$ cat src/fpld_pkg.sv
/*
  Constants, types and register map for the extension-register load and
  fused-negate decode block.
  Assumes an APB master, a data memory port and a fused multiply-add unit outside.
*/
package fpld_pkg;
  localparam logic [7:0] FPLD_CTRL_ADDR = 8'h00;
  localparam logic [7:0] FPLD_INSTR_ADDR = 8'h04;
  localparam logic [7:0] FPLD_BASE_ADDR = 8'h08;
  localparam logic [7:0] FPLD_PC_ADDR = 8'h0c;
  localparam logic [7:0] FPLD_STATUS_ADDR = 8'h10;
  localparam logic [7:0] FPLD_WBVAL_ADDR = 8'h14;
  localparam int FPLD_CTRL_COND = 0;
  localparam int FPLD_CTRL_FPEN = 1;
  localparam int FPLD_CTRL_BIGEND = 2;
  localparam int FPLD_ST_BUSY = 0;
  localparam int FPLD_ST_OUT_LSB = 1;
  localparam int FPLD_ST_FLAG_LSB = 5;
  localparam int FPLD_ST_ABORT = 10;
  localparam logic [2:0] FPLD_CTRL_RESET = 3'h0;
  localparam logic [3:0] FPLD_SP_CODE = 4'hd;
  localparam logic [3:0] FPLD_PC_CODE = 4'hf;
  localparam logic [31:0] FPLD_WORD_STEP = 32'h0000_0004;
  localparam logic [8:0] FPLD_REG_LIMIT = 9'h020;
  localparam logic [7:0] FPLD_DBL_MAX = 8'h10;

  typedef enum logic [3:0] {
    OUT_NONE = 4'h0,
    OUT_DONE = 4'h1,
    OUT_CONDFAIL = 4'h2,
    OUT_UNDEF = 4'h3,
    OUT_XFER64 = 4'h4,
    OUT_POP = 4'h5,
    OUT_UNPRED = 4'h6,
    OUT_NOMATCH = 4'h7,
    OUT_ABORT = 4'h8
  } fpld_outcome_t;

  typedef enum logic [1:0] {
    ST_IDLE = 2'b00,
    ST_MEM = 2'b01,
    ST_FMA = 2'b10
  } fpld_state_t;

  typedef struct packed {
    logic negOp1;
    logic negAddend;
    logic [4:0] dReg;
    logic [4:0] nReg;
    logic [4:0] mReg;
  } fpld_fma_t;

  typedef struct packed {
    logic dbl;
    logic [4:0] num;
    logic [63:0] data;
  } fpld_regwr_t;
endpackage

$ cat src/fpld_decode.sv
/*
  Decode and execution of the fused negate multiply forms and the
  extension-register multi and single loads, controlled over APB.
  Assumes the fused multiply-add unit answers fmaDone once per fmaStart,
  and data memory answers each read with memAck, flagging memErr on a fault.
*/
// The implementer's own choices: the placing of the registers and the APB slave port.
module fpld_decode
  import fpld_pkg::*;
(
  // clock and reset
  input wire logic ref_clk,
  input wire logic rst_b,
  // apb slave
  input wire logic psel,
  input wire logic penable,
  input wire logic pwrite,
  input wire logic [7:0] paddr,
  input wire logic [31:0] pwdata,
  output logic [31:0] prdata,
  output logic pready,
  output logic pslverr,
  // data memory read port
  output logic memRead,
  output logic [31:0] memAddr,
  input wire logic memAck,
  input wire logic memErr,
  input wire logic [31:0] memRdata,
  // extension register write port
  output logic regWr,
  output fpld_regwr_t regWrData,
  // core register write-back
  output logic coreWr,
  output logic [3:0] coreNum,
  output logic [31:0] coreData,
  // fused multiply-add unit
  output logic fmaStart,
  output fpld_fma_t fmaOp,
  input wire logic fmaDone,
  input wire logic [4:0] fmaFlags
);
  logic [2:0] ctrl;
  logic [31:0] instr, baseVal, pcVal, wbVal, word1;
  logic [4:0] fpFlags;
  logic abortFlag, halfSel, dblMode, bigEnd;
  logic [5:0] wordsLeft;
  logic [4:0] curReg;
  fpld_outcome_t outcome;
  fpld_state_t state;

  // apb decode; the answer comes one cycle after the access phase opens
  wire apbAcc = psel && penable && !pready;
  wire apbWr = psel && penable && pready && pwrite;
  wire selCtrl = paddr == FPLD_CTRL_ADDR;
  wire selInstr = paddr == FPLD_INSTR_ADDR;
  wire selBase = paddr == FPLD_BASE_ADDR;
  wire selPc = paddr == FPLD_PC_ADDR;
  wire selStat = paddr == FPLD_STATUS_ADDR;
  wire selWb = paddr == FPLD_WBVAL_ADDR;
  wire mapped = selCtrl | selInstr | selBase | selPc | selStat | selWb;
  wire [31:0] statWord = {21'h0, abortFlag, fpFlags, outcome, state != ST_IDLE};
  wire [31:0] rdMux = selCtrl ? {29'h0, ctrl} : selInstr ? instr : selBase ? baseVal :
                      selPc ? pcVal : selStat ? statWord : selWb ? wbVal : 32'h0;
  // a new instruction is only taken while idle; otherwise the write is dropped
  wire start = apbWr && selInstr && state == ST_IDLE;

  // instruction fields, decoded straight from the write data
  wire [31:0] iw = pwdata;
  wire bitP = iw[24];
  wire bitU = iw[23];
  wire bitD = iw[22];
  wire bitW = iw[21];
  wire [3:0] baseCoreRegField = iw[19:16];
  wire [3:0] targetRegField = iw[15:12];
  wire dblForm = iw[8];
  wire [7:0] offsetWordCount = iw[7:0];
  wire isLoad = iw[31:25] == 7'h76 && iw[20] && iw[11:9] == 3'h5;
  wire isFnm = iw[31:23] == 9'h1dd && iw[21:20] == 2'h1 && iw[11:8] == 4'ha && !iw[4];
  wire condPass = ctrl[FPLD_CTRL_COND];
  wire fpEnable = ctrl[FPLD_CTRL_FPEN];

  wire seeXfer = !bitP && !bitU && !bitW;
  wire seePop = !bitP && bitU && bitW && baseCoreRegField == FPLD_SP_CODE;
  wire singleLoad = bitP && !bitW;
  wire encUndef = bitP == bitU && bitW;
  // what is left is PUW 010, 011 or 101
  wire multiLoad = !seeXfer && !seePop && !singleLoad && !encUndef;

  wire [4:0] dblFirst = {bitD, targetRegField};
  wire [4:0] sglFirst = {targetRegField, bitD};
  wire [4:0] firstReg = dblForm ? dblFirst : sglFirst;
  wire [7:0] regCount = dblForm ? {1'b0, offsetWordCount[7:1]} : offsetWordCount;
  wire [8:0] regEnd = {4'h0, firstReg} + {1'b0, regCount};
  wire [31:0] byteOffset = {22'h0, offsetWordCount, 2'b00};
  wire multiBad = baseCoreRegField == FPLD_PC_CODE || regCount == 8'h00 || regEnd > FPLD_REG_LIMIT ||
                  (dblForm && regCount > FPLD_DBL_MAX);
  wire [31:0] multiWords = dblForm ? {23'h0, regCount, 1'b0} : {24'h0, regCount};

  // literal loads take the word-aligned pc as base
  wire [31:0] loadBase = (singleLoad && baseCoreRegField == FPLD_PC_CODE) ? {pcVal[31:2], 2'b00} : baseVal;
  wire [31:0] basePlus = loadBase + byteOffset;
  wire [31:0] baseMinus = loadBase - byteOffset;
  // a subtracted zero offset yields the same address as an added one
  wire [31:0] singleAddr = bitU ? basePlus : baseMinus;
  wire [31:0] multiAddr = bitU ? loadBase : baseMinus;
  wire [31:0] multiWbVal = bitU ? basePlus : baseMinus;

  // checks are ordered so that nothing moves unless all of them pass
  fpld_outcome_t decOutcome;
  assign decOutcome = !(isLoad || isFnm) ? OUT_NOMATCH :
                      !condPass ? OUT_CONDFAIL :
                      isFnm ? (fpEnable ? OUT_NONE : OUT_UNDEF) :
                      seeXfer ? OUT_XFER64 :
                      seePop ? OUT_POP :
                      encUndef ? OUT_UNDEF :
                      !fpEnable ? OUT_UNDEF :
                      (multiLoad && multiBad) ? OUT_UNPRED : OUT_NONE;
  wire goFma = start && isFnm && decOutcome == OUT_NONE;
  wire goLoad = start && isLoad && decOutcome == OUT_NONE;
  wire goWb = goLoad && multiLoad && bitW;

  // memory side
  wire memBeat = state == ST_MEM && memRead && memAck;
  wire beatOk = memBeat && !memErr;
  wire lastBeat = wordsLeft == 6'h01;
  wire regBeat = beatOk && (!dblMode || halfSel);
  wire [63:0] dblData = bigEnd ? {word1, memRdata} : {memRdata, word1};
  wire [63:0] beatData = dblMode ? dblData : {32'h0, memRdata};

  // apb answer, one wait state
  always_ff @(posedge ref_clk) begin
    if (!rst_b) begin
      pready <= 1'b0;
      pslverr <= 1'b0;
      prdata <= 32'h0;
    end else begin
      pready <= apbAcc;
      pslverr <= apbAcc && !mapped;
      prdata <= (apbAcc && !pwrite) ? rdMux : 32'h0;
    end
  end

  // software-written registers
  always_ff @(posedge ref_clk) begin
    if (!rst_b) begin
      ctrl <= FPLD_CTRL_RESET;
      instr <= 32'h0;
      baseVal <= 32'h0;
      pcVal <= 32'h0;
    end else if (apbWr) begin
      if (selCtrl) ctrl <= pwdata[2:0];
      if (start) instr <= pwdata;
      if (selBase) baseVal <= pwdata;
      if (selPc) pcVal <= pwdata;
    end
  end

  // sticky flags: a hardware set in the clearing cycle wins
  wire [4:0] flagSet = (state == ST_FMA && fmaDone) ? fmaFlags : 5'h00;
  wire [4:0] flagClr = (apbWr && selStat) ? pwdata[9:5] : 5'h00;
  wire abortSet = memBeat && memErr;
  wire abortClr = apbWr && selStat && pwdata[FPLD_ST_ABORT];
  always_ff @(posedge ref_clk) begin
    if (!rst_b) begin
      fpFlags <= 5'h00;
      abortFlag <= 1'b0;
    end else begin
      fpFlags <= (fpFlags & ~flagClr) | flagSet;
      abortFlag <= (abortFlag && !abortClr) || abortSet;
    end
  end

  // sequencer
  always_ff @(posedge ref_clk) begin
    if (!rst_b) begin
      state <= ST_IDLE;
      outcome <= OUT_NONE;
      memRead <= 1'b0;
      memAddr <= 32'h0;
      wordsLeft <= 6'h00;
      curReg <= 5'h00;
      dblMode <= 1'b0;
      bigEnd <= 1'b0;
      halfSel <= 1'b0;
      word1 <= 32'h0;
      fmaStart <= 1'b0;
      fmaOp <= '0;
      coreWr <= 1'b0;
      coreNum <= 4'h0;
      coreData <= 32'h0;
      wbVal <= 32'h0;
    end else begin
      fmaStart <= goFma;
      coreWr <= goWb;
      unique case (state)
        ST_IDLE: begin
          if (start) outcome <= decOutcome;
          if (goFma) begin
            state <= ST_FMA;
            fmaOp <= '{negOp1: iw[6], negAddend: 1'b1, dReg: {targetRegField, bitD},
                       nReg: {iw[19:16], iw[7]}, mReg: {iw[3:0], iw[5]}};
          end
          if (goLoad) begin
            state <= ST_MEM;
            memRead <= 1'b1;
            memAddr <= multiLoad ? multiAddr : singleAddr;
            wordsLeft <= multiLoad ? multiWords[5:0] : (dblForm ? 6'h02 : 6'h01);
            curReg <= firstReg;
            dblMode <= dblForm;
            bigEnd <= ctrl[FPLD_CTRL_BIGEND];
            halfSel <= 1'b0;
          end
          if (goWb) begin
            coreNum <= baseCoreRegField;
            coreData <= multiWbVal;
            wbVal <= multiWbVal;
          end
        end
        ST_FMA: begin
          if (fmaDone) begin
            state <= ST_IDLE;
            outcome <= OUT_DONE;
          end
        end
        ST_MEM: begin
          if (memBeat && memErr) begin
            // a fault ends the transfer; registers already loaded stay loaded
            state <= ST_IDLE;
            memRead <= 1'b0;
            outcome <= OUT_ABORT;
          end else if (beatOk) begin
            memAddr <= memAddr + FPLD_WORD_STEP;
            wordsLeft <= wordsLeft - 6'h01;
            halfSel <= dblMode && !halfSel;
            if (dblMode && !halfSel) word1 <= memRdata;
            if (regBeat) curReg <= curReg + 5'h01;
            if (lastBeat) begin
              state <= ST_IDLE;
              memRead <= 1'b0;
              outcome <= OUT_DONE;
            end
          end
        end
        default: state <= ST_IDLE;
      endcase
    end
  end

  // extension register write, one per completed register
  always_ff @(posedge ref_clk) begin
    if (!rst_b) begin
      regWr <= 1'b0;
      regWrData <= '0;
    end else begin
      regWr <= regBeat;
      if (regBeat) regWrData <= '{dbl: dblMode, num: curReg, data: beatData};
    end
  end
endmodule

$ cat config.mk
export PLATFORM = sky130hd
export DESIGN_NAME = fpld_decode
export DESIGN_NICKNAME = d
export VERILOG_FILES = /design/src/fpld_pkg.sv /design/src/fpld_decode.sv
export SDC_FILE = /design/constraint.sdc
export NUM_CORES = 1
export LEC_CHECK = 0
export BUFFER_PORTS_ARGS = -buffer_cell sky130_fd_sc_hd__buf_2
export CORE_MARGIN = 1
export CORE_UTILIZATION = 35
export CTS_BUF_LIST = sky130_fd_sc_hd__clkbuf_16
export CTS_CLUSTER_DIAMETER = 200
export DETAILED_ROUTE_END_ITERATION = 12
export MAX_ROUTING_LAYER = met4
export SLEW_MARGIN = 25
export SYNTH_ARGS = -nofsm -noshare
export SYNTH_HDL_FRONTEND = slang
export SYNTH_SLANG_ARGS = --single-unit
$ cat constraint.sdc
create_clock -name ref_clk -period 6 [get_ports ref_clk]
set_input_delay 1.5 -clock ref_clk [delete_from_list [all_inputs] [get_ports ref_clk]]
set_output_delay 1.5 -clock ref_clk [all_outputs]
set_load 0.05 [all_outputs]
==> metrics.yaml, run 1 <==
synth_ff_type: "dfxtp_1"
wl_met1_um: 30400
num_vias: 18881
skew_ns: 0.0176
post-place-ws_ns: 0.550
coreArea_um2: 51700
cp-end-kind: "register"
drt_iter0_drc: 1556
ys_seq_area_share_pct: 37.9
ys.warnings.count: 0
final_common_cell: "nand2_1"
grt_max_degree: 113
die_w_um: 232
io_pins: 278
clk_pin_slew_ns: 0.06
yosysTopAreaCellShare_pct: 37.9
tightest_slew_ns: 1.00
cts_resized: 0
cp_max_fo: 49
grt_pass1_vias: 18113
setup_violations: 0
numCtsBuffers: 40
internal_power_mw: 3.89
power_density_nw_per_um2: 234
cts_num_sinks: 350
syn_to_final_growth_pct: 20.2
overflow: 0
fill_cells: 5272
cts_setup_buffers: 0
die_area_um2: 53800
ir_drop_mv: 0.190
h-tree-depth: 2
root_buffer: "clkbuf_16"
required_ns: 6.43
yosys_register_bits: 350
wl_met3_um: 4460
register_area_um2: 7010
fin_nets: 2740
rsz0062_at_grt: "false"
drc: 0
grt_pass1_wl_um: 111000
ctsHoldBuffers: 0
initial_core_util_pct: 35.8
cts_tree: "done"
row_count: 83
synthTopCellsByArea: "dfxtp_1 (38%), nand2_1 (9.6%), a21oi_1 (7.0%), mux2i_1 (5.0%), nor2_1 (4.3%)"
cap_violations: 0
drive_gt1_share_pct: 20.0
syn_nets: 2499
grt_usage_pct: 27.6
synthArstFlopShare_pct: 0
synth.distinct_cells: 74
period_needed_ns: 4.94
dr.pass1.iters: 6
multiInputGateArea_um2: 10700
start_kind: "input pin"
netlist_instances: 2380
synth_area_um2: 18500
wl_met2_um: 35500
p_switching_mw: 1.30
chipHeight_um: 232
min-delay-path-class: "reg2reg"
cp_data_arrival_time_ns: 5.37
seqPwrFrac_pct: 44.7
grt_antenna_before_repair: 3
wire_per_inst_um: 22.2
worst_slack_ns: 1.06
hold_viol_final: 0
p_clk_share_pct: 47.8
cts.path.max_buffers: 3
drt-total-wl_um: 73700
ant_nets: 0
top_layer: "met4"
status: "complete, no violations"
viasPerCell: 5.68
min_period_over_period_pct: 82.4
swShare_pct: 25.1
synth_edf_count: 0
slew_headroom_pct: 33.1
clock.fmax_mhz: 202
clock_latency_ns: 0.58
dp_hpwl_um: 52700
finalSetupTns_ns: 0
comb_power_share_pct: 7.4
critPathKind: "in2reg"
rrSetupSlack_ns: 2.59
cellLeakagePower_nw: 8.85
avgSynthCellArea_um2: 7.77
slew_violations: 0
io_buffer_count: 277
globalplace.congestion: 0.936
most-common-layout-cells: "nand2_1 (470), dfxtp_1 (350), buf_2 (277)"
yosysTopAreaCell: "dfxtp_1"
==> registers in the layout, summed over array words and instances, names as in the netlist, 2 cells and up <==
register,flops
regWrData,70
baseVal,32
instr,32
memAddr,32
pcVal,32
prdata,32
wbVal,32
word1,32
fmaOp,17
wordsLeft,6
curReg,5
fpFlags,5
coreNum,4
outcome,4
ctrl,3
state,2
==> worst max-delay path, cell delays in order <==
cell and delay (ns):
buf_2 0.29, mux2_2 0.40, ha_1 0.22, fa_1 0.41, a211oi_1 0.42, o21ai_0 0.17, a221oi_1 0.39, nor2_1 0.09
nor3_1 0.32, a31oi_1 0.35, nor2_4 0.23, buf_12 0.25, mux2i_1 0.22, nor2_1 0.05
==> cells in the mapped netlist (31+ instances only) <==
cell type,instances
mux2_2,62
mux2i_1,92
ha_1,31
a21oi_1,259
xnor2_1,43
nand2_1,471
nor3_1,38
inv_1,35
a211oi_1,62
nor2_1,212
nand3_1,93
dfxtp_1,350
o21ai_0,55
clkbuf_1,162
==> area by class of cell <==
cell class / count / share of cell area, %
multi-input combinational: 1808 / 48.0
sequential: 350 / 31.5
timing repair buffer: 386 / 10.2
clock buffer: 42 / 4.73
tap: 680 / 3.83
clock inverter: 24 / 1.06
inverter: 35 / 0.625
antenna: 2 / 0.0225
==> through the flow <==
stage	util, %	total power, mW	hold slack (ns)	instance area (µm²)	instances
after floorplan	-	2.58	0.429	18500	2380
after global placement	40.5	2.76	0.435	20900	3259
after detailed placement	40.5	2.76	0.442	20900	3259
after CTS	43.0	5.24	0.449	22200	3325
after global routing	43.0	5.36	0.467	22200	3326
final	43.0	5.20	0.444	22200	3327
==> logic make-up after synthesis <==
| logic type | count (synthesis) | synth area share (%) |
|---|---|---|
| adders and majority gates | 34 | 2.42 |
| buffers and inverters | 222 | 4.70 |
| xor gates and xnor gates | 68 | 3.22 |
| muxes | 154 | 8.76 |
| AOI/OAI and AO/OA | 587 | 20.0 |
| and+or+nand+nor | 965 | 23.0 |
| DFF | 350 | 37.9 |
==> metal layers <==
| metal | global-route usage [%] | up-vias |
|---|---|---|
| met5 | - | - |
| met2 | 45.6 | 710 |
| met3 | 3.54 | 147 |
| li1 | - | 8914 |
| met4 | 12.6 | 0 |
| met1 | 33.3 | 9110 |
==> power by group through the flow <==
stage | Sequential, mW | Combinational, mW | Clock [mW]
6_report | 2.32 | 0.386 | 2.49
5_1_grt | 2.32 | 0.413 | 2.62
4_1_cts | 2.32 | 0.382 | 2.54
3_5_place_dp | 2.38 | 0.380 | 0
3_3_place_gp | 2.38 | 0.380 | 0
2_1_floorplan | 2.38 | 0.204 | 0
==> path summary, 6_finish.rpt <==
path                              startpoint                         end  cells after the start
setup / recovery                   pwdata[8]      wbVal[26]$_SDFFE_PN0P_                     14
hold / removal    regWrData[47]$_SDFFE_PN0P_  regWrData[47]$_SDFFE_PN0P_                      2
setup reg to reg       state[1]$_SDFFE_PN0P_     coreNum[2]$_SDFFE_PN0P_                     12
hold reg to reg   regWrData[47]$_SDFFE_PN0P_  regWrData[47]$_SDFFE_PN0P_                      2
Note: power is estimated with default switching activity, not from simulation.
==> run 2, diff against run 1 <==
--- a/config.mk
+++ b/config.mk
@@ -5,6 +5,7 @@
 export SDC_FILE = /design/constraint.sdc
 export NUM_CORES = 1
 export LEC_CHECK = 0
+export ABC_AREA = 1
 export BUFFER_PORTS_ARGS = -buffer_cell sky130_fd_sc_hd__buf_2
 export CORE_MARGIN = 1
 export CORE_UTILIZATION = 35
==> constraint.sdc (replaced) <==
create_clock -name ref_clk -period 5.2 [get_ports ref_clk]
set_input_delay 1.3 -clock ref_clk [delete_from_list [all_inputs] [get_ports ref_clk]]
set_output_delay 1.3 -clock ref_clk [all_outputs]
set_load 0.05 [all_outputs]
==> run 2 against run 1 <==
Effect of this change:
- critical path depth grew 11
- utilization is 1.1 points lower
- routed wire length decreased by 3.1%
- via count up 6.2%
- flip-flop and latch count unchanged
- combinational power grew 17%
- critical path type unchanged
- largest power group unchanged
- highest routed layer unchanged
==> metrics.yaml, run 2 <==
status: "complete, no violations"
largest_reg_flops: 70
synthArstFlopShare_pct: 0
ctsHoldBuffers: 0
slew_headroom_pct: 34.8
h-tree-depth: 2
r2r-end: "memAddr[30]$_SDFFE_PN0P_"
setup_violations: 0
ys_seq_area_share_pct: 36.4
synthSimpleGateAreaFrac_pct: 27.0
yosysTopAreaCellShare_pct: 36.4
min_period_over_period_pct: 83.5
cp-end-kind: "register"
min-delay-path-class: "reg2reg"
synth-xor-area-share_pct: 1.14
clock_latency_ns: 0.59
seqPwrFrac_pct: 44.1
final_common_cell: "nand2_1"
root_buffer: "clkbuf_16"
internal_power_mw: 4.51
drc: 0
initial_core_util_pct: 35.6
min_from: "instr[31]$_SDFFE_PN0P_"
num_vias: 20043
fill_cells: 5866
synthAdderAreaFrac_pct: 2.33
cp_common_cell: "nand2_1"
synthMuxAreaShare_pct: 0.0520
cts_num_sinks: 350
cellLeakagePower_nw: 10.6
synth_edf_count: 0
cpPeakStageDelay_ns: 0.42
power_density_nw_per_um2: 269
fin_nets: 3273
clock.fmax_mhz: 230
drt_iter0_drc: 1633
crit_family: "simple AND/OR/NAND/NOR gates"
synthTopCellsByCount: "nand2_1 (655), inv_1 (352), dfxtp_1 (350), nor2_1 (304), o21ai_0 (302)"
synth_ff_type: "dfxtp_1"
chipHeight_um: 236
whs_endpoint: "instr[31]$_SDFFE_PN0P_"
synth_area_um2: 19200
numCtsBuffers: 43
rrSetupSlack_ns: 1.90
holdPathStages: 2
synth.distinct_cells: 60
row_count: 85
die_area_um2: 55900
critPathKind: "in2reg"
grt_pass1_vias: 18740
synth.most_common_cell: "nand2_1"
p_switching_mw: 1.58
drive_gt1_share_pct: 15.7
viasPerCell: 5.15
globalplace.congestion: 0.953
synth_top_family_by_area: "simple AND/OR/NAND/NOR gates"
swShare_pct: 26.0
ys.warnings.count: 0
grt_max_degree: 114
largest_register: "regWrData"
drt-total-wl_um: 71400
syn_to_final_growth_pct: 17.7
required_ns: 5.72
overflow: 0
met3_usage_pct: 4.83
crit_slowest_cell: "fa_1"
dp_hpwl_um: 50800
most-common-layout-cells: "nand2_1 (654), inv_1 (360), dfxtp_1 (349)"
comb_power_share_pct: 7.4
start_kind: "input pin"
worst_slack_ns: 0.859
synth-compound-area-share_pct: 21.9
cp_data_arrival_time_ns: 4.86
cp_max_fo: 48
grt_pass1_wl_um: 110000
skew_ns: 0.0282
tightest_slew_ns: 0.975
wire_per_inst_um: 18.3
period_needed_ns: 4.34
finalPower_mw: 6.09
slew_violations: 0
critPathBufInv: 4
coreArea_um2: 54000
cts_setup_buffers: 0
io_pins: 278
grt_usage_pct: 25.8
finish.utilization_pct: 41.9
grt_busiest_layer: "met2"
grt_antenna_before_repair: 8
hold_viol_final: 0
ant_nets: 0
cts_resized: 0
synthTopCellsByArea: "dfxtp_1 (36%), nand2_1 (13%), o21ai_0 (7.9%), a21oi_1 (7.3%), inv_1 (6.9%)"
finalSetupTns_ns: 0
post-place-ws_ns: 0.282
reg2reg_depth: 21
netlist_instances: 2937
p_clk_share_pct: 48.5
cts_tree: "done"
yosysTopAreaCell: "dfxtp_1"
avgSynthCellArea_um2: 6.55
rr_startpoint: "baseVal[2]$_SDFFE_PN0P_"
grt_util_met2_pct: 42.5
yosys_register_bits: 350
clk_pin_slew_ns: 0.06
io_buffer_count: 277
die_w_um: 236
cap_violations: 0
cts.path.max_buffers: 3
dr.pass1.iters: 6
syn_nets: 3056
met1_usage_pct: 31.2
ir_drop_mv: 0.246
rsz0062_at_grt: "false"
[run 2: cell types whose count changed after synthesis, moves of 62 or more]
cell | previous run | this run
inv_1 | 35 | 352
o21ai_0 | 55 | 302
nand2_1 | 471 | 655
nor2_1 | 212 | 304
mux2_2 | 62 | 0
mux2i_1 | 92 | 1
[run 2: tightest hold or removal path, delay by kind of cell (launching register included)]
kind,cells,cell delay (ns)
compound gates,1,0.05
buf+inv,1,0.04
flops,1,0.30
[run 2: how the worst max path moves through the flow]
stage | startpoint | to | cells after the start
2_1_floorplan | pwdata[24] | memAddr[30]$_SDFFE_PN0P_ | 27
3_3_place_gp | pwdata[24] | memAddr[27]$_SDFFE_PN0P_ | 20
3_5_place_dp | pwdata[8] | memAddr[31]$_SDFFE_PN0P_ | 24
4_1_cts | pwdata[8] | memAddr[31]$_SDFFE_PN0P_ | 24
5_1_grt | pwdata[24] | memAddr[30]$_SDFFE_PN0P_ | 26
6_report | pwdata[8] | memAddr[29]$_SDFFE_PN0P_ | 25
[run 2: logic make-up (layout without fill, tap and decap cells)]
group | count (synthesis) | in the layout
fa+ha+maj | 34 | 34
xor+xnor | 25 | 25
simple gates | 1231 | 1231
mux | 1 | 1
buf+inv | 541 | 792
other cells | 0 | 9
flops | 350 | 350
compound gates | 755 | 755
[run 2: per-layer routing]
metal,wire [µm],up-vias,share of wire [%]
li1,-,10023,-
met1,29700,9221,42
met2,34000,678,48
met3,5160,121,7.2
met4,2540,0,3.6
met5,0,-,0
[run 2: cell type report]
type                            count  area [µm²]  area share [%]
Multi-Input combinational cell   2046       10100            44.7
Sequential cell                   350        7010            31.0
Timing Repair Buffer              334        1820            8.06
Inverter                          379        1430            6.30
Clock buffer                       44        1100            4.86
Tap cell                          696         871            3.85
Clock inverter                     35         273            1.20
Antenna cell                        9        22.5          0.0995
[run 2: stage by stage]
| step | hold slack, ns | area [µm²] | std cells |
|---|---|---|---|
| 5_1_grt | 0.461 | 22600 | 3892 |
| 2_1_floorplan | 0.420 | 19200 | 2937 |
| 4_1_cts | 0.444 | 22600 | 3884 |
| 3_3_place_gp | 0.431 | 21200 | 3805 |
| 3_5_place_dp | 0.435 | 21200 | 3805 |
| 6_report | 0.442 | 22600 | 3893 |
[run 2: power groups by stage]
stage,sequential (mW),clock (mW),combinational [mW]
2_1_floorplan,2.74,0,0.263
3_3_place_gp,2.74,0,0.447
3_5_place_dp,2.74,0,0.445
4_1_cts,2.68,3.01,0.447
5_1_grt,2.68,3.12,0.498
6_report,2.68,2.95,0.452
